### config.mk
export PLATFORM = sky130hd
export DESIGN_NAME = dtse_encoder
export DESIGN_NICKNAME = d
export VERILOG_FILES = /design/src/dtse_pkg.sv /design/src/dtse_sym_mem.sv /design/src/dtse_level_calc.sv /design/src/dtse_encoder.sv
export SDC_FILE = /design/constraint.sdc
export NUM_CORES = 1
export LEC_CHECK = 0
export ABC_AREA = 1
export BUFFER_PORTS_ARGS = -buffer_cell sky130_fd_sc_hd__buf_2
export CELL_PAD_IN_SITES_DETAIL_PLACEMENT = 0
export CELL_PAD_IN_SITES_GLOBAL_PLACEMENT = 1
export CORE_ASPECT_RATIO = 0.7
export CORE_MARGIN = 5
export CORE_UTILIZATION = 40
export CTS_BUF_LIST = sky130_fd_sc_hd__clkbuf_8 sky130_fd_sc_hd__clkbuf_16
export DETAILED_ROUTE_END_ITERATION = 10
export GPL_TIMING_DRIVEN = 0
export HOLD_SLACK_MARGIN = 0.06
export PLACE_DENSITY_LB_ADDON = 0.08
export SLEW_MARGIN = 30
export SYNTH_ARGS = -nofsm -noshare
export SYNTH_HDL_FRONTEND = slang
export SYNTH_SLANG_ARGS = --single-unit
### constraint.sdc
create_clock -name i_clk -period 10 [get_ports i_clk]
set_input_delay 1 -clock i_clk [delete_from_list [all_inputs] [get_ports i_clk]]
set_output_delay 1 -clock i_clk [all_outputs]
set_load 0.02 [all_outputs]
### src/dtse_pkg.sv
/*
  Shared constants and types of the dual-tone sequence encoder:
  register map, field positions, reset values, timing and carriers.
  Assumes a single 10 MHz clock domain.
*/
`default_nettype none

package dtse_pkg;

  // ------------------------------------------------------------
  // register map (byte addresses, one 32-bit word each)
  // ------------------------------------------------------------
  localparam int ADDR_W = 8;
  localparam int DATA_W = 32;
  localparam logic [7:0] REG_CTRL = 8'h00;
  localparam logic [7:0] REG_CMD = 8'h04;
  localparam logic [7:0] REG_ON_MS = 8'h08;
  localparam logic [7:0] REG_OFF_MS = 8'h0c;
  localparam logic [7:0] REG_BURSTS = 8'h10;
  localparam logic [7:0] REG_SEQ_LAST = 8'h14;
  localparam logic [7:0] REG_TWIST = 8'h18;
  localparam logic [7:0] REG_LEVEL = 8'h1c;
  localparam logic [7:0] REG_STATUS = 8'h20;
  localparam logic [2:0] REG_FREQ_PAGE = 3'h2;  // 0x40..0x5c, addr[7:5]
  localparam logic [1:0] REG_SYM_PAGE = 2'h2;   // 0x80..0xbc, addr[7:6]

  // ------------------------------------------------------------
  // field positions
  // ------------------------------------------------------------
  localparam int CTRL_MODE_LSB = 0;  // two bits
  localparam int CTRL_PRE_EMP = 2;
  localparam int CTRL_ROUTE_AUDIO = 3;
  localparam int CTRL_AUDIO_DC = 4;
  localparam int CTRL_DC_FM = 5;
  localparam int CTRL_W = 6;
  localparam int CMD_SEND = 0;
  localparam int CMD_STOP = 1;
  localparam int CMD_STD = 2;

  // ------------------------------------------------------------
  // reset values
  // ------------------------------------------------------------
  localparam logic [5:0] CTRL_RST = 6'h00;
  localparam logic [15:0] ON_MS_RST = 16'h0032;
  localparam logic [15:0] OFF_MS_RST = 16'h0032;
  localparam logic [15:0] BURSTS_RST = 16'h0001;
  localparam logic [3:0] SEQ_LAST_RST = 4'h0;
  localparam logic [15:0] TWIST_RST = 16'h0000;
  localparam logic [15:0] LEVEL_RST = 16'h0000;
  localparam logic [7:0][15:0] FREQ_PRESET = {
    16'h0661, 16'h05c5, 16'h0538, 16'h04b9,   // column tones
    16'h03ad, 16'h0354, 16'h0302, 16'h02b9};  // row tones

  // ------------------------------------------------------------
  // timing
  // ------------------------------------------------------------
  localparam int CLK_HZ = 10_000_000;
  localparam int MS_PER_S = 1000;
  localparam int CYC_PER_MS = CLK_HZ / MS_PER_S;
  localparam int PRE_EMP_DB10_PER_OCT = 60;  // 6 dB per octave, 0.1 dB units

  // ------------------------------------------------------------
  // types
  // ------------------------------------------------------------
  typedef enum logic [1:0] {MODE_SINGLE, MODE_BURST, MODE_CONT, MODE_STEP} dtse_mode_t;

  typedef struct packed {
    logic on;
    logic route_audio;
    logic [15:0] row_hz;
    logic [15:0] col_hz;
  } dtse_tone_t;

  typedef struct packed {
    logic [15:0] peak;
    logic signed [15:0] diff_db10;
  } dtse_level_t;

endpackage

`default_nettype wire

### src/dtse_sym_mem.sv
/*
  Symbol sequence store: one write port from the register bus,
  one read port with registered data.
  Assumes write and read on the same clock.
*/
`default_nettype none

module dtse_sym_mem #(
  parameter int DEPTH = 16,
  parameter int W = 4
) (
  input wire logic i_clk,                       // system clock
  input wire logic i_we,                        // write strobe
  input wire logic [$clog2(DEPTH)-1:0] i_waddr, // write index
  input wire logic [W-1:0] i_wdata,             // symbol code
  input wire logic [$clog2(DEPTH)-1:0] i_raddr, // read index
  output logic [W-1:0] o_rdata                  // registered symbol
);

  if (DEPTH < 2) begin : g_bad_depth
    $error("dtse_sym_mem: DEPTH below 2");
  end

  logic [W-1:0] mem [DEPTH];

  // ------------------------------------------------------------
  // storage; no reset, contents are software's to define
  // ------------------------------------------------------------
  always_ff @(posedge i_clk) begin
    if (i_we) begin
      mem[i_waddr] <= i_wdata;
    end
  end

  always_ff @(posedge i_clk) begin
    o_rdata <= mem[i_raddr];
  end

endmodule

`default_nettype wire

### src/dtse_level_calc.sv
/*
  Level split of the tone pair: twist plus pre-emphasis slope give
  the high-over-low difference in 0.1 dB, peak stays programmed level.
  Assumes frequencies in Hz, one clock of latency is acceptable.
*/
`default_nettype none

module dtse_level_calc (
  input wire logic i_clk,                   // system clock
  input wire logic i_rst_n,                 // synchronised reset, low
  input wire dtse_pkg::dtse_tone_t i_tone,  // current tone pair
  input wire logic [15:0] i_twist,          // signed, 0.1 dB
  input wire logic i_pre_emp,               // pre-emphasis path chosen
  input wire logic [15:0] i_level,          // programmed peak
  output dtse_pkg::dtse_level_t o_level     // registered levels
);

  // log2 as q4.8: msb position plus linear mantissa, good to ~0.5 dB
  function automatic logic [11:0] log2_q(input logic [15:0] x);
    logic [3:0] p;
    logic [15:0] n;
    p = 4'h0;
    for (int i = 0; i < 16; i++) begin
      if (x[i]) begin
        p = 4'(i);
      end
    end
    n = x << (4'hf - p);
    return {p, n[14:7]};
  endfunction

  logic signed [12:0] oct_q;
  logic signed [21:0] slope;
  logic signed [15:0] pre_db10;

  // ------------------------------------------------------------
  // slope of 6 dB per octave of col/row ratio
  // ------------------------------------------------------------
  always_comb begin
    oct_q = $signed({1'b0, log2_q(i_tone.col_hz)}) - $signed({1'b0, log2_q(i_tone.row_hz)});
    slope = 22'(oct_q) * 22'(dtse_pkg::PRE_EMP_DB10_PER_OCT);
    pre_db10 = i_pre_emp ? 16'(slope >>> 8) : 16'h0000;
  end

  // sum in dB; peak untouched so the pair's sum keeps the level
  always_ff @(posedge i_clk or negedge i_rst_n) begin
    if (!i_rst_n) begin
      o_level <= '0;
    end else begin
      o_level.diff_db10 <= $signed(i_twist) + pre_db10;
      o_level.peak <= i_level;
    end
  end

endmodule

`default_nettype wire

### src/dtse_encoder.sv
/*
  Dual-tone sequence encoder top: register slave, sequencer, routing.
  Assumes a plain register port on the same clock as i_clk and a
  downstream synthesiser that turns tone pair plus levels into audio.
*/
// Added by the designer: the address-and-strobe port and the placing of the registers.
`default_nettype none

// Contract
// - each tone pair stays on for the programmed on-time
// - silence of the programmed off-time between tone pairs
// - send starts the sequence in the selected repetition mode
// - single mode sends the whole sequence once, then idles
// - burst mode repeats the sequence the programmed burst count
// - continuous mode repeats until a stop arrives
// - step mode sends one next tone pair per send
// - stop ends the sequence in progress
// - standard select loads all eight frequencies, each still editable
// - twist sets high-over-low level ratio in dB, signed
// - pre-emphasis select routes signal through or around the network
// - pre-emphasis adds 6 dB per octave between high and low tones
// - twist and pre-emphasis differences add in dB
// - programmed level is the peak of the summed pair
// - route picks modulator or audio port; level zero means off
// - audio coupling selects ac or dc to the audio port
// - fm coupling enables dc fm and picks input coupling

module dtse_encoder #(
  parameter int CYC_PER_MS = dtse_pkg::CYC_PER_MS,
  parameter logic [7:0][15:0] FREQ_PRESET = dtse_pkg::FREQ_PRESET
) (
  input wire logic i_clk,                   // 10 MHz clock
  input wire logic i_resetn,                // async reset, low
  input wire logic [7:0] i_addr,            // register byte address
  input wire logic [31:0] i_wdata,          // write data
  input wire logic i_wr,                    // write strobe
  input wire logic i_rd,                    // read strobe
  output logic [31:0] o_rdata,              // read data, next cycle
  output dtse_pkg::dtse_tone_t o_tone,      // tone pair and route
  output dtse_pkg::dtse_level_t o_level,    // peak and dB difference
  output logic o_pre_emp_sel,               // through pre-emphasis
  output logic o_audio_dc,                  // audio port dc coupled
  output logic o_dc_coupled_fm,             // dc fm, dc input coupling
  output logic o_busy                       // sequence in progress
);

  if (CYC_PER_MS < 2) begin : g_bad_cyc
    $error("dtse_encoder: CYC_PER_MS below 2");
  end

  localparam int PW = $clog2(CYC_PER_MS);

  // ------------------------------------------------------------
  // reset release
  // ------------------------------------------------------------
  logic rst_s1;
  logic rst_n;

  always_ff @(posedge i_clk or negedge i_resetn) begin
    if (!i_resetn) begin
      rst_s1 <= 1'b0;
      rst_n <= 1'b0;
    end else begin
      rst_s1 <= 1'b1;
      rst_n <= rst_s1;
    end
  end

  // ------------------------------------------------------------
  // register file
  // ------------------------------------------------------------
  function automatic logic hit(input logic [7:0] a, input logic [7:0] r);
    return a == r;
  endfunction

  logic [5:0] ctrl;
  logic [15:0] on_ms;
  logic [15:0] off_ms;
  logic [15:0] bursts;
  logic [3:0] seq_last;
  logic [15:0] twist;
  logic [15:0] level;
  logic [7:0][15:0] freq;
  logic send;
  logic stop;
  logic load_std;
  logic sym_we;
  dtse_pkg::dtse_mode_t mode;

  assign send = i_wr && hit(i_addr, dtse_pkg::REG_CMD) && i_wdata[dtse_pkg::CMD_SEND];
  assign stop = i_wr && hit(i_addr, dtse_pkg::REG_CMD) && i_wdata[dtse_pkg::CMD_STOP];
  assign load_std = i_wr && hit(i_addr, dtse_pkg::REG_CMD) && i_wdata[dtse_pkg::CMD_STD];
  assign sym_we = i_wr && (i_addr[7:6] == dtse_pkg::REG_SYM_PAGE);
  assign mode = dtse_pkg::dtse_mode_t'(ctrl[dtse_pkg::CTRL_MODE_LSB +: 2]);

  // settings; changed on_ms and off_ms take effect at the next on or off interval
  always_ff @(posedge i_clk or negedge rst_n) begin
    if (!rst_n) begin
      ctrl <= dtse_pkg::CTRL_RST;
      on_ms <= dtse_pkg::ON_MS_RST;
      off_ms <= dtse_pkg::OFF_MS_RST;
      bursts <= dtse_pkg::BURSTS_RST;
      seq_last <= dtse_pkg::SEQ_LAST_RST;
      twist <= dtse_pkg::TWIST_RST;
      level <= dtse_pkg::LEVEL_RST;
    end else if (i_wr) begin
      if (hit(i_addr, dtse_pkg::REG_CTRL)) ctrl <= i_wdata[dtse_pkg::CTRL_W-1:0];
      if (hit(i_addr, dtse_pkg::REG_ON_MS)) on_ms <= i_wdata[15:0];
      if (hit(i_addr, dtse_pkg::REG_OFF_MS)) off_ms <= i_wdata[15:0];
      if (hit(i_addr, dtse_pkg::REG_BURSTS)) bursts <= i_wdata[15:0];
      if (hit(i_addr, dtse_pkg::REG_SEQ_LAST)) seq_last <= i_wdata[3:0];
      if (hit(i_addr, dtse_pkg::REG_TWIST)) twist <= i_wdata[15:0];
      if (hit(i_addr, dtse_pkg::REG_LEVEL)) level <= i_wdata[15:0];
    end
  end

  // frequency table; standard load wins over a same-cycle edit
  for (genvar g = 0; g < 8; g++) begin : g_freq
    always_ff @(posedge i_clk or negedge rst_n) begin
      if (!rst_n) begin
        freq[g] <= FREQ_PRESET[g];
      end else if (load_std) begin
        freq[g] <= FREQ_PRESET[g];
      end else if (i_wr && i_addr[7:5] == dtse_pkg::REG_FREQ_PAGE && i_addr[4:2] == 3'(g)) begin
        freq[g] <= i_wdata[15:0];
      end
    end
  end

  // coupling and path selects go straight out from the control word
  assign o_pre_emp_sel = ctrl[dtse_pkg::CTRL_PRE_EMP];
  assign o_audio_dc = ctrl[dtse_pkg::CTRL_AUDIO_DC];
  assign o_dc_coupled_fm = ctrl[dtse_pkg::CTRL_DC_FM];

  // ------------------------------------------------------------
  // symbol store
  // ------------------------------------------------------------
  logic [3:0] idx;
  logic [3:0] sym;

  dtse_sym_mem #(.DEPTH(16), .W(4)) u_mem (
    .i_clk(i_clk),
    .i_we(sym_we),
    .i_waddr(i_addr[5:2]),
    .i_wdata(i_wdata[3:0]),
    .i_raddr(idx),
    .o_rdata(sym)
  );

  // ------------------------------------------------------------
  // sequencer
  // ------------------------------------------------------------
  typedef enum logic [1:0] {ST_IDLE, ST_ON, ST_OFF} dtse_state_t;

  dtse_state_t st;
  dtse_state_t next_st;
  logic [PW-1:0] pre_cnt;
  logic [15:0] ms_left;
  logic [15:0] rep_left;
  logic tick;
  logic done;
  logic at_end;
  logic last_pass;

  assign tick = pre_cnt == PW'(CYC_PER_MS - 1);
  assign done = tick && ms_left == 16'h0001;
  assign at_end = idx == seq_last;
  assign last_pass = at_end && (mode == dtse_pkg::MODE_SINGLE ||
                                (mode == dtse_pkg::MODE_BURST && rep_left == 16'h0000));

  // state choice; sends while busy are ignored
  always_comb begin
    next_st = st;
    unique case (st)
      ST_IDLE: if (send && !stop) next_st = ST_ON;
      ST_ON: begin
        if (stop) next_st = ST_IDLE;
        else if (done && (mode == dtse_pkg::MODE_STEP || last_pass)) next_st = ST_IDLE;
        else if (done) next_st = ST_OFF;
      end
      ST_OFF: begin
        if (stop) next_st = ST_IDLE;
        else if (done) next_st = ST_ON;
      end
      default: next_st = ST_IDLE;
    endcase
  end

  always_ff @(posedge i_clk or negedge rst_n) begin
    if (!rst_n) st <= ST_IDLE;
    else st <= next_st;
  end

  // interval timer: millisecond prescaler restarted on every state change;
  // zero durations run one millisecond so the sequence always advances
  always_ff @(posedge i_clk or negedge rst_n) begin
    if (!rst_n) begin
      pre_cnt <= '0;
      ms_left <= 16'h0001;
    end else if (next_st != st) begin
      pre_cnt <= '0;
      if (next_st == ST_ON) ms_left <= (on_ms == 16'h0000) ? 16'h0001 : on_ms;
      else ms_left <= (off_ms == 16'h0000) ? 16'h0001 : off_ms;
    end else if (tick) begin
      pre_cnt <= '0;
      ms_left <= ms_left - 16'h0001;
    end else begin
      pre_cnt <= pre_cnt + PW'(1);
    end
  end

  // symbol position; step mode keeps it across idle to resume there
  always_ff @(posedge i_clk or negedge rst_n) begin
    if (!rst_n) idx <= 4'h0;
    else if (stop) idx <= 4'h0;
    else if (st == ST_ON && done) idx <= at_end ? 4'h0 : idx + 4'h1;
  end

  // remaining repetitions; a count of zero behaves as one
  always_ff @(posedge i_clk or negedge rst_n) begin
    if (!rst_n) begin
      rep_left <= 16'h0000;
    end else if (st == ST_IDLE && send) begin
      rep_left <= (bursts == 16'h0000) ? 16'h0000 : bursts - 16'h0001;
    end else if (st == ST_ON && done && at_end && rep_left != 16'h0000) begin
      rep_left <= rep_left - 16'h0001;
    end
  end

  // ------------------------------------------------------------
  // outputs
  // ------------------------------------------------------------
  // tone follows next state so a stop silences on the following edge
  always_ff @(posedge i_clk or negedge rst_n) begin
    if (!rst_n) begin
      o_tone <= '0;
      o_busy <= 1'b0;
    end else begin
      o_tone.on <= next_st == ST_ON && level != 16'h0000;
      o_tone.route_audio <= ctrl[dtse_pkg::CTRL_ROUTE_AUDIO];
      o_tone.row_hz <= freq[{1'b0, sym[3:2]}];
      o_tone.col_hz <= freq[{1'b1, sym[1:0]}];
      o_busy <= next_st != ST_IDLE;
    end
  end

  dtse_level_calc u_lvl (
    .i_clk(i_clk),
    .i_rst_n(rst_n),
    .i_tone(o_tone),
    .i_twist(twist),
    .i_pre_emp(ctrl[dtse_pkg::CTRL_PRE_EMP]),
    .i_level(level),
    .o_level(o_level)
  );

  // read data only in the cycle after the strobe; holes read zero
  logic [31:0] rd_mux;

  always_comb begin
    rd_mux = 32'h0000_0000;
    if (i_addr[7:5] == dtse_pkg::REG_FREQ_PAGE) rd_mux = {16'h0000, freq[i_addr[4:2]]};
    else if (hit(i_addr, dtse_pkg::REG_CTRL)) rd_mux = {26'h0, ctrl};
    else if (hit(i_addr, dtse_pkg::REG_ON_MS)) rd_mux = {16'h0000, on_ms};
    else if (hit(i_addr, dtse_pkg::REG_OFF_MS)) rd_mux = {16'h0000, off_ms};
    else if (hit(i_addr, dtse_pkg::REG_BURSTS)) rd_mux = {16'h0000, bursts};
    else if (hit(i_addr, dtse_pkg::REG_SEQ_LAST)) rd_mux = {28'h0, seq_last};
    else if (hit(i_addr, dtse_pkg::REG_TWIST)) rd_mux = {16'h0000, twist};
    else if (hit(i_addr, dtse_pkg::REG_LEVEL)) rd_mux = {16'h0000, level};
    else if (hit(i_addr, dtse_pkg::REG_STATUS)) rd_mux = {rep_left, 8'h00, idx, 2'b00, st};
  end

  always_ff @(posedge i_clk or negedge rst_n) begin
    if (!rst_n) o_rdata <= 32'h0000_0000;
    else o_rdata <= i_rd ? rd_mux : 32'h0000_0000;
  end

  // ------------------------------------------------------------
  // checks
  // ------------------------------------------------------------
  logic [31:0] run_cnt;

  always_ff @(posedge i_clk or negedge rst_n) begin
    if (!rst_n) run_cnt <= 32'h0;
    else if (next_st != st) run_cnt <= 32'h0;
    else run_cnt <= run_cnt + 32'h1;
  end
endmodule

`default_nettype wire

==> results.md <==
- Most frequent CP cell: nand2_1
- Initial Util: between 40% and 50%
- MaxCap Viol Count: 0
- Design Power: 9.57 mW
- Post-synth EDFFs: 64
- Die Height: about 210 um
- Worst Path Buf+Inv: 4
- Most common cell after layout, fill and taps aside: nand2_1
- GP Congestion: 0.958
- # IOs: ~150
- R2R Setup Slk: 1210 ps
- Critical path depth: 49
- Hold_ws: 182 ps
- Layout area overhead: 14.6%
- Setup Fix Bufs, Post-CTS: 0
- Pwr dens: 349 nW/um^2
- Worst Path Required: around 10,000 ps
- Synth Net Count: 3,071
- Final Setup Violations: 0
- Clk Latency, worst-skew pair: 600 ps
- YS warnings: 0
- Max FO, Critical Path: 10
- Hold/Removal Path Class: input port to async pin
- Outcome: finished, final reports clean
- Worst path top cell family by delay: adder cells
- Tcrit/Tclk final: 87.9%
- CORE AREA: ~60,000 um^2
- Clock transition at path regs: 60 ps
- CP Data Arrival Time: about 9000 ps
- Main flop type after synthesis: dfrtp_1
- Detailed Place HPWL: 70,500 um
- Via density: 5.65
- DP Worst Slack: 1330 ps
- Final hold viol count: 0
- Die ar.: ~65,000 um^2
- Post-synth top area share: 33.5%
- Die Width: 302 um
- Final Max Tran Viols: 0
- WS Path Type: flip-flop to flip-flop
- Fmax: 114 MHz
- FF+latch count, synth: about 440
- Final ANT Viol Nets: 0
- Post-Syn Area: 23,900 um^2
- Grt ovf: 0
- Largest net degree at the start of global routing: 54
- Post-route minimum period: 8790 ps
- R2R depth: 49
- Clock buffer depth: 3
- Clk sinks: 439
- Top cells by area, synth: dfrtp_1 (33%), nand2_1 (9.8%), o21ai_0 (8.2%)
- Cell taking the most area after synthesis: dfrtp_1
- Final WS setup: 1210 ps
- Initial antenna violation count: 9
- Layout Skew: 24.9 ps
- GRT Total Usage: 28.0%
- Core Util, Final: a little under half
- Inserted Diodes: 0
- CTS tree: done
- RSZ-0062 raised after global routing: no
- Drt total wl: 93,000 um
- Starting DRT DRC Count: ~2,500
- Slew @ Worst Pin: 1040 ps
- Slew margin rel.: between 20% and 30%
- Gate Count Post-Synth: 2,941
- CP endpoint: u_lvl.o_level[15]$_DFF_PN0_
- Final setup TNS: 0 ps
- Drt first pass iters: 5
- Leak pwr: approximately 13 nW
- CP Capture Type: flip-flop
- Unique masters post-synth: 64
- Max IR drop VDD: 814 uV
- Fraction of layout cells with a size suffix above 1: 10.7%
- Slowest cell delay on critical path: 520 ps
- Num CTS Buffers: 47
- RR Endpoint: u_lvl.o_level[15]$_DFF_PN0_
- First-pass GRT wire length: 137,000 um
- Reg2reg start: o_tone[18]$_DFF_PN0_
- Number of global-route vias before repair: 21,100
- Hold-fix buffers, CTS: 0
- Post-synthesis area per instance: 8.13 um^2
- IO buf count: 127
- Routed via count: ~22,000
- Worst Setup SP: o_tone[18]$_DFF_PN0_
- Remaining DRCs: 0
- # nets final: 3,255
- Ys async rst share: 84.5%
- CP Launch Type: flip-flop
- CTS resizes: 0
- Htree depth: 2
- Rows: 75
- WL/cell: 23.4 um
- Clock root buffer: clkbuf_16
- Most frequent cells in the layout: nand2_1 (626), o21ai_0 (392), dfrtp_1 (319)
- Seq/Total Area, Yosys: approximately 47%
- Slowest stage cell on the critical path: fa_1
## where the power goes
group	leakage [nW]	switching [mW]	internal (mW)
registers	5.41	0.172	2.03
clock network	0.855	0.765	1.09
logic	6.66	3.40	2.11
total	12.9	4.34	5.23
## worst register-to-register path, delay by kind of cell, from the launching register on
| kind | cells | cell delay [ps] |
|---|---|---|
| adder cells (fa/ha/maj) | 7 | 2570 |
| AO/OA/AOI/OAI | 8 | 1680 |
| flip-flops | 1 | 500 |
| buffers and inverters | 4 | 490 |
| AND/OR/NAND/NOR | 27 | 2530 |
| XOR/XNOR | 3 | 890 |
## cells by family (layout without fill, tap and decap cells)
| group | count (synthesis) | after routing | share of synthesized area, % |
|---|---|---|---|
| AO/OA/AOI/OAI | 701 | 701 | 16.3 |
| XOR/XNOR | 82 | 82 | 3.00 |
| adder cells (fa/ha/maj) | 86 | 86 | 5.00 |
| buffers and inverters | 423 | 646 | 6.84 |
| flip-flops | 439 | 439 | 47.4 |
| multiplexers | 1 | 1 | 0.0418 |
| other | 1 | 1 | 0.0157 |
| AND/OR/NAND/NOR | 1208 | 1208 | 21.3 |
## registers in the layout, summed over array words and instances (netlist names)
register / cells
seq_last: 4
o_rdata: 32
o_tone: 34
rep_left: 16
u_lvl.o_level: 32
rst_n: 1
bursts: 16
ms_left: 16
twist: 16
o_busy: 1
st: 2
u_mem.o_rdata: 4
off_ms: 16
rst_s1: 1
ctrl: 6
u_mem.mem: 64
pre_cnt: 14
idx: 4
freq: 128
on_ms: 16
level: 16
## metrics by stage
step           cell area, um^2  std cells
5_1_grt                  27400       3972
6_report                 27400       3972
2_1_floorplan            23900       2941
3_3_place_gp             25600       3876
4_1_cts                  27400       3972
3_5_place_dp             25800       3884
## cells in the mapped netlist (all sizes together) (3+ instances only)
| cell | instances |
|---|---|
| a211oi | 4 |
| a21boi | 3 |
| a21o | 7 |
| a21oi | 99 |
| a221oi | 3 |
| a31oi | 12 |
| a32o | 3 |
| buf | 23 |
| clkbuf | 105 |
| clkinv | 5 |
| dfrtp | 320 |
| dfstp | 51 |
| dfxtp | 4 |
| edfxtp | 64 |
| fa | 16 |
| ha | 70 |
| inv | 290 |
| nand2 | 632 |
| nand3 | 174 |
| nand3b | 4 |
| nand4 | 24 |
| nor2 | 270 |
| nor3 | 67 |
| nor4 | 20 |
| o2111ai | 9 |
| o211ai | 12 |
| o21ai | 416 |
| o221ai | 14 |
| o22ai | 98 |
| o311ai | 3 |
| o31ai | 5 |
| or2 | 11 |
| xnor2 | 21 |
| xor2 | 61 |
## worst min path at each step
| stage | to | slack [ps] | cells after the start | startpoint |
|---|---|---|---|---|
| final | rst_s1$_DFF_PN0_ | 180 | 1 | i_resetn |
| after global routing | rst_s1$_DFF_PN0_ | 180 | 1 | i_resetn |
| after floorplan | rst_n$_DFF_PN0_ | 330 | 0 | rst_s1$_DFF_PN0_ |
| after CTS | rst_s1$_DFF_PN0_ | 160 | 1 | i_resetn |
| after detailed placement | o_tone[27]$_DFF_PN0_ | 300 | 0 | rst_n$_DFF_PN0_ |
| after global placement | rst_n$_DFF_PN0_ | 340 | 0 | rst_s1$_DFF_PN0_ |
## routing by layer
layer	vias up	GRT usage [%]	routed length, um
li1	10300	-	-
met1	11000	44.8	44100
met2	1072	37.7	37200
met3	115	7.26	10000
met4	4	5.53	1600
met5	-	0	25
## layout make-up
class / instances / area [um^2]
plain buffers: 128 / 528
clock buffers: 59 / 1360
clock inverters: 29 / 283
fillers: 5970 / 32200
inverters: 295 / 1110
multi-input cells: 2079 / 10900
flip-flops and latches: 439 / 11400
well taps: 808 / 1010
repair buffers: 135 / 833
Power figures use the tool's default switching activity.
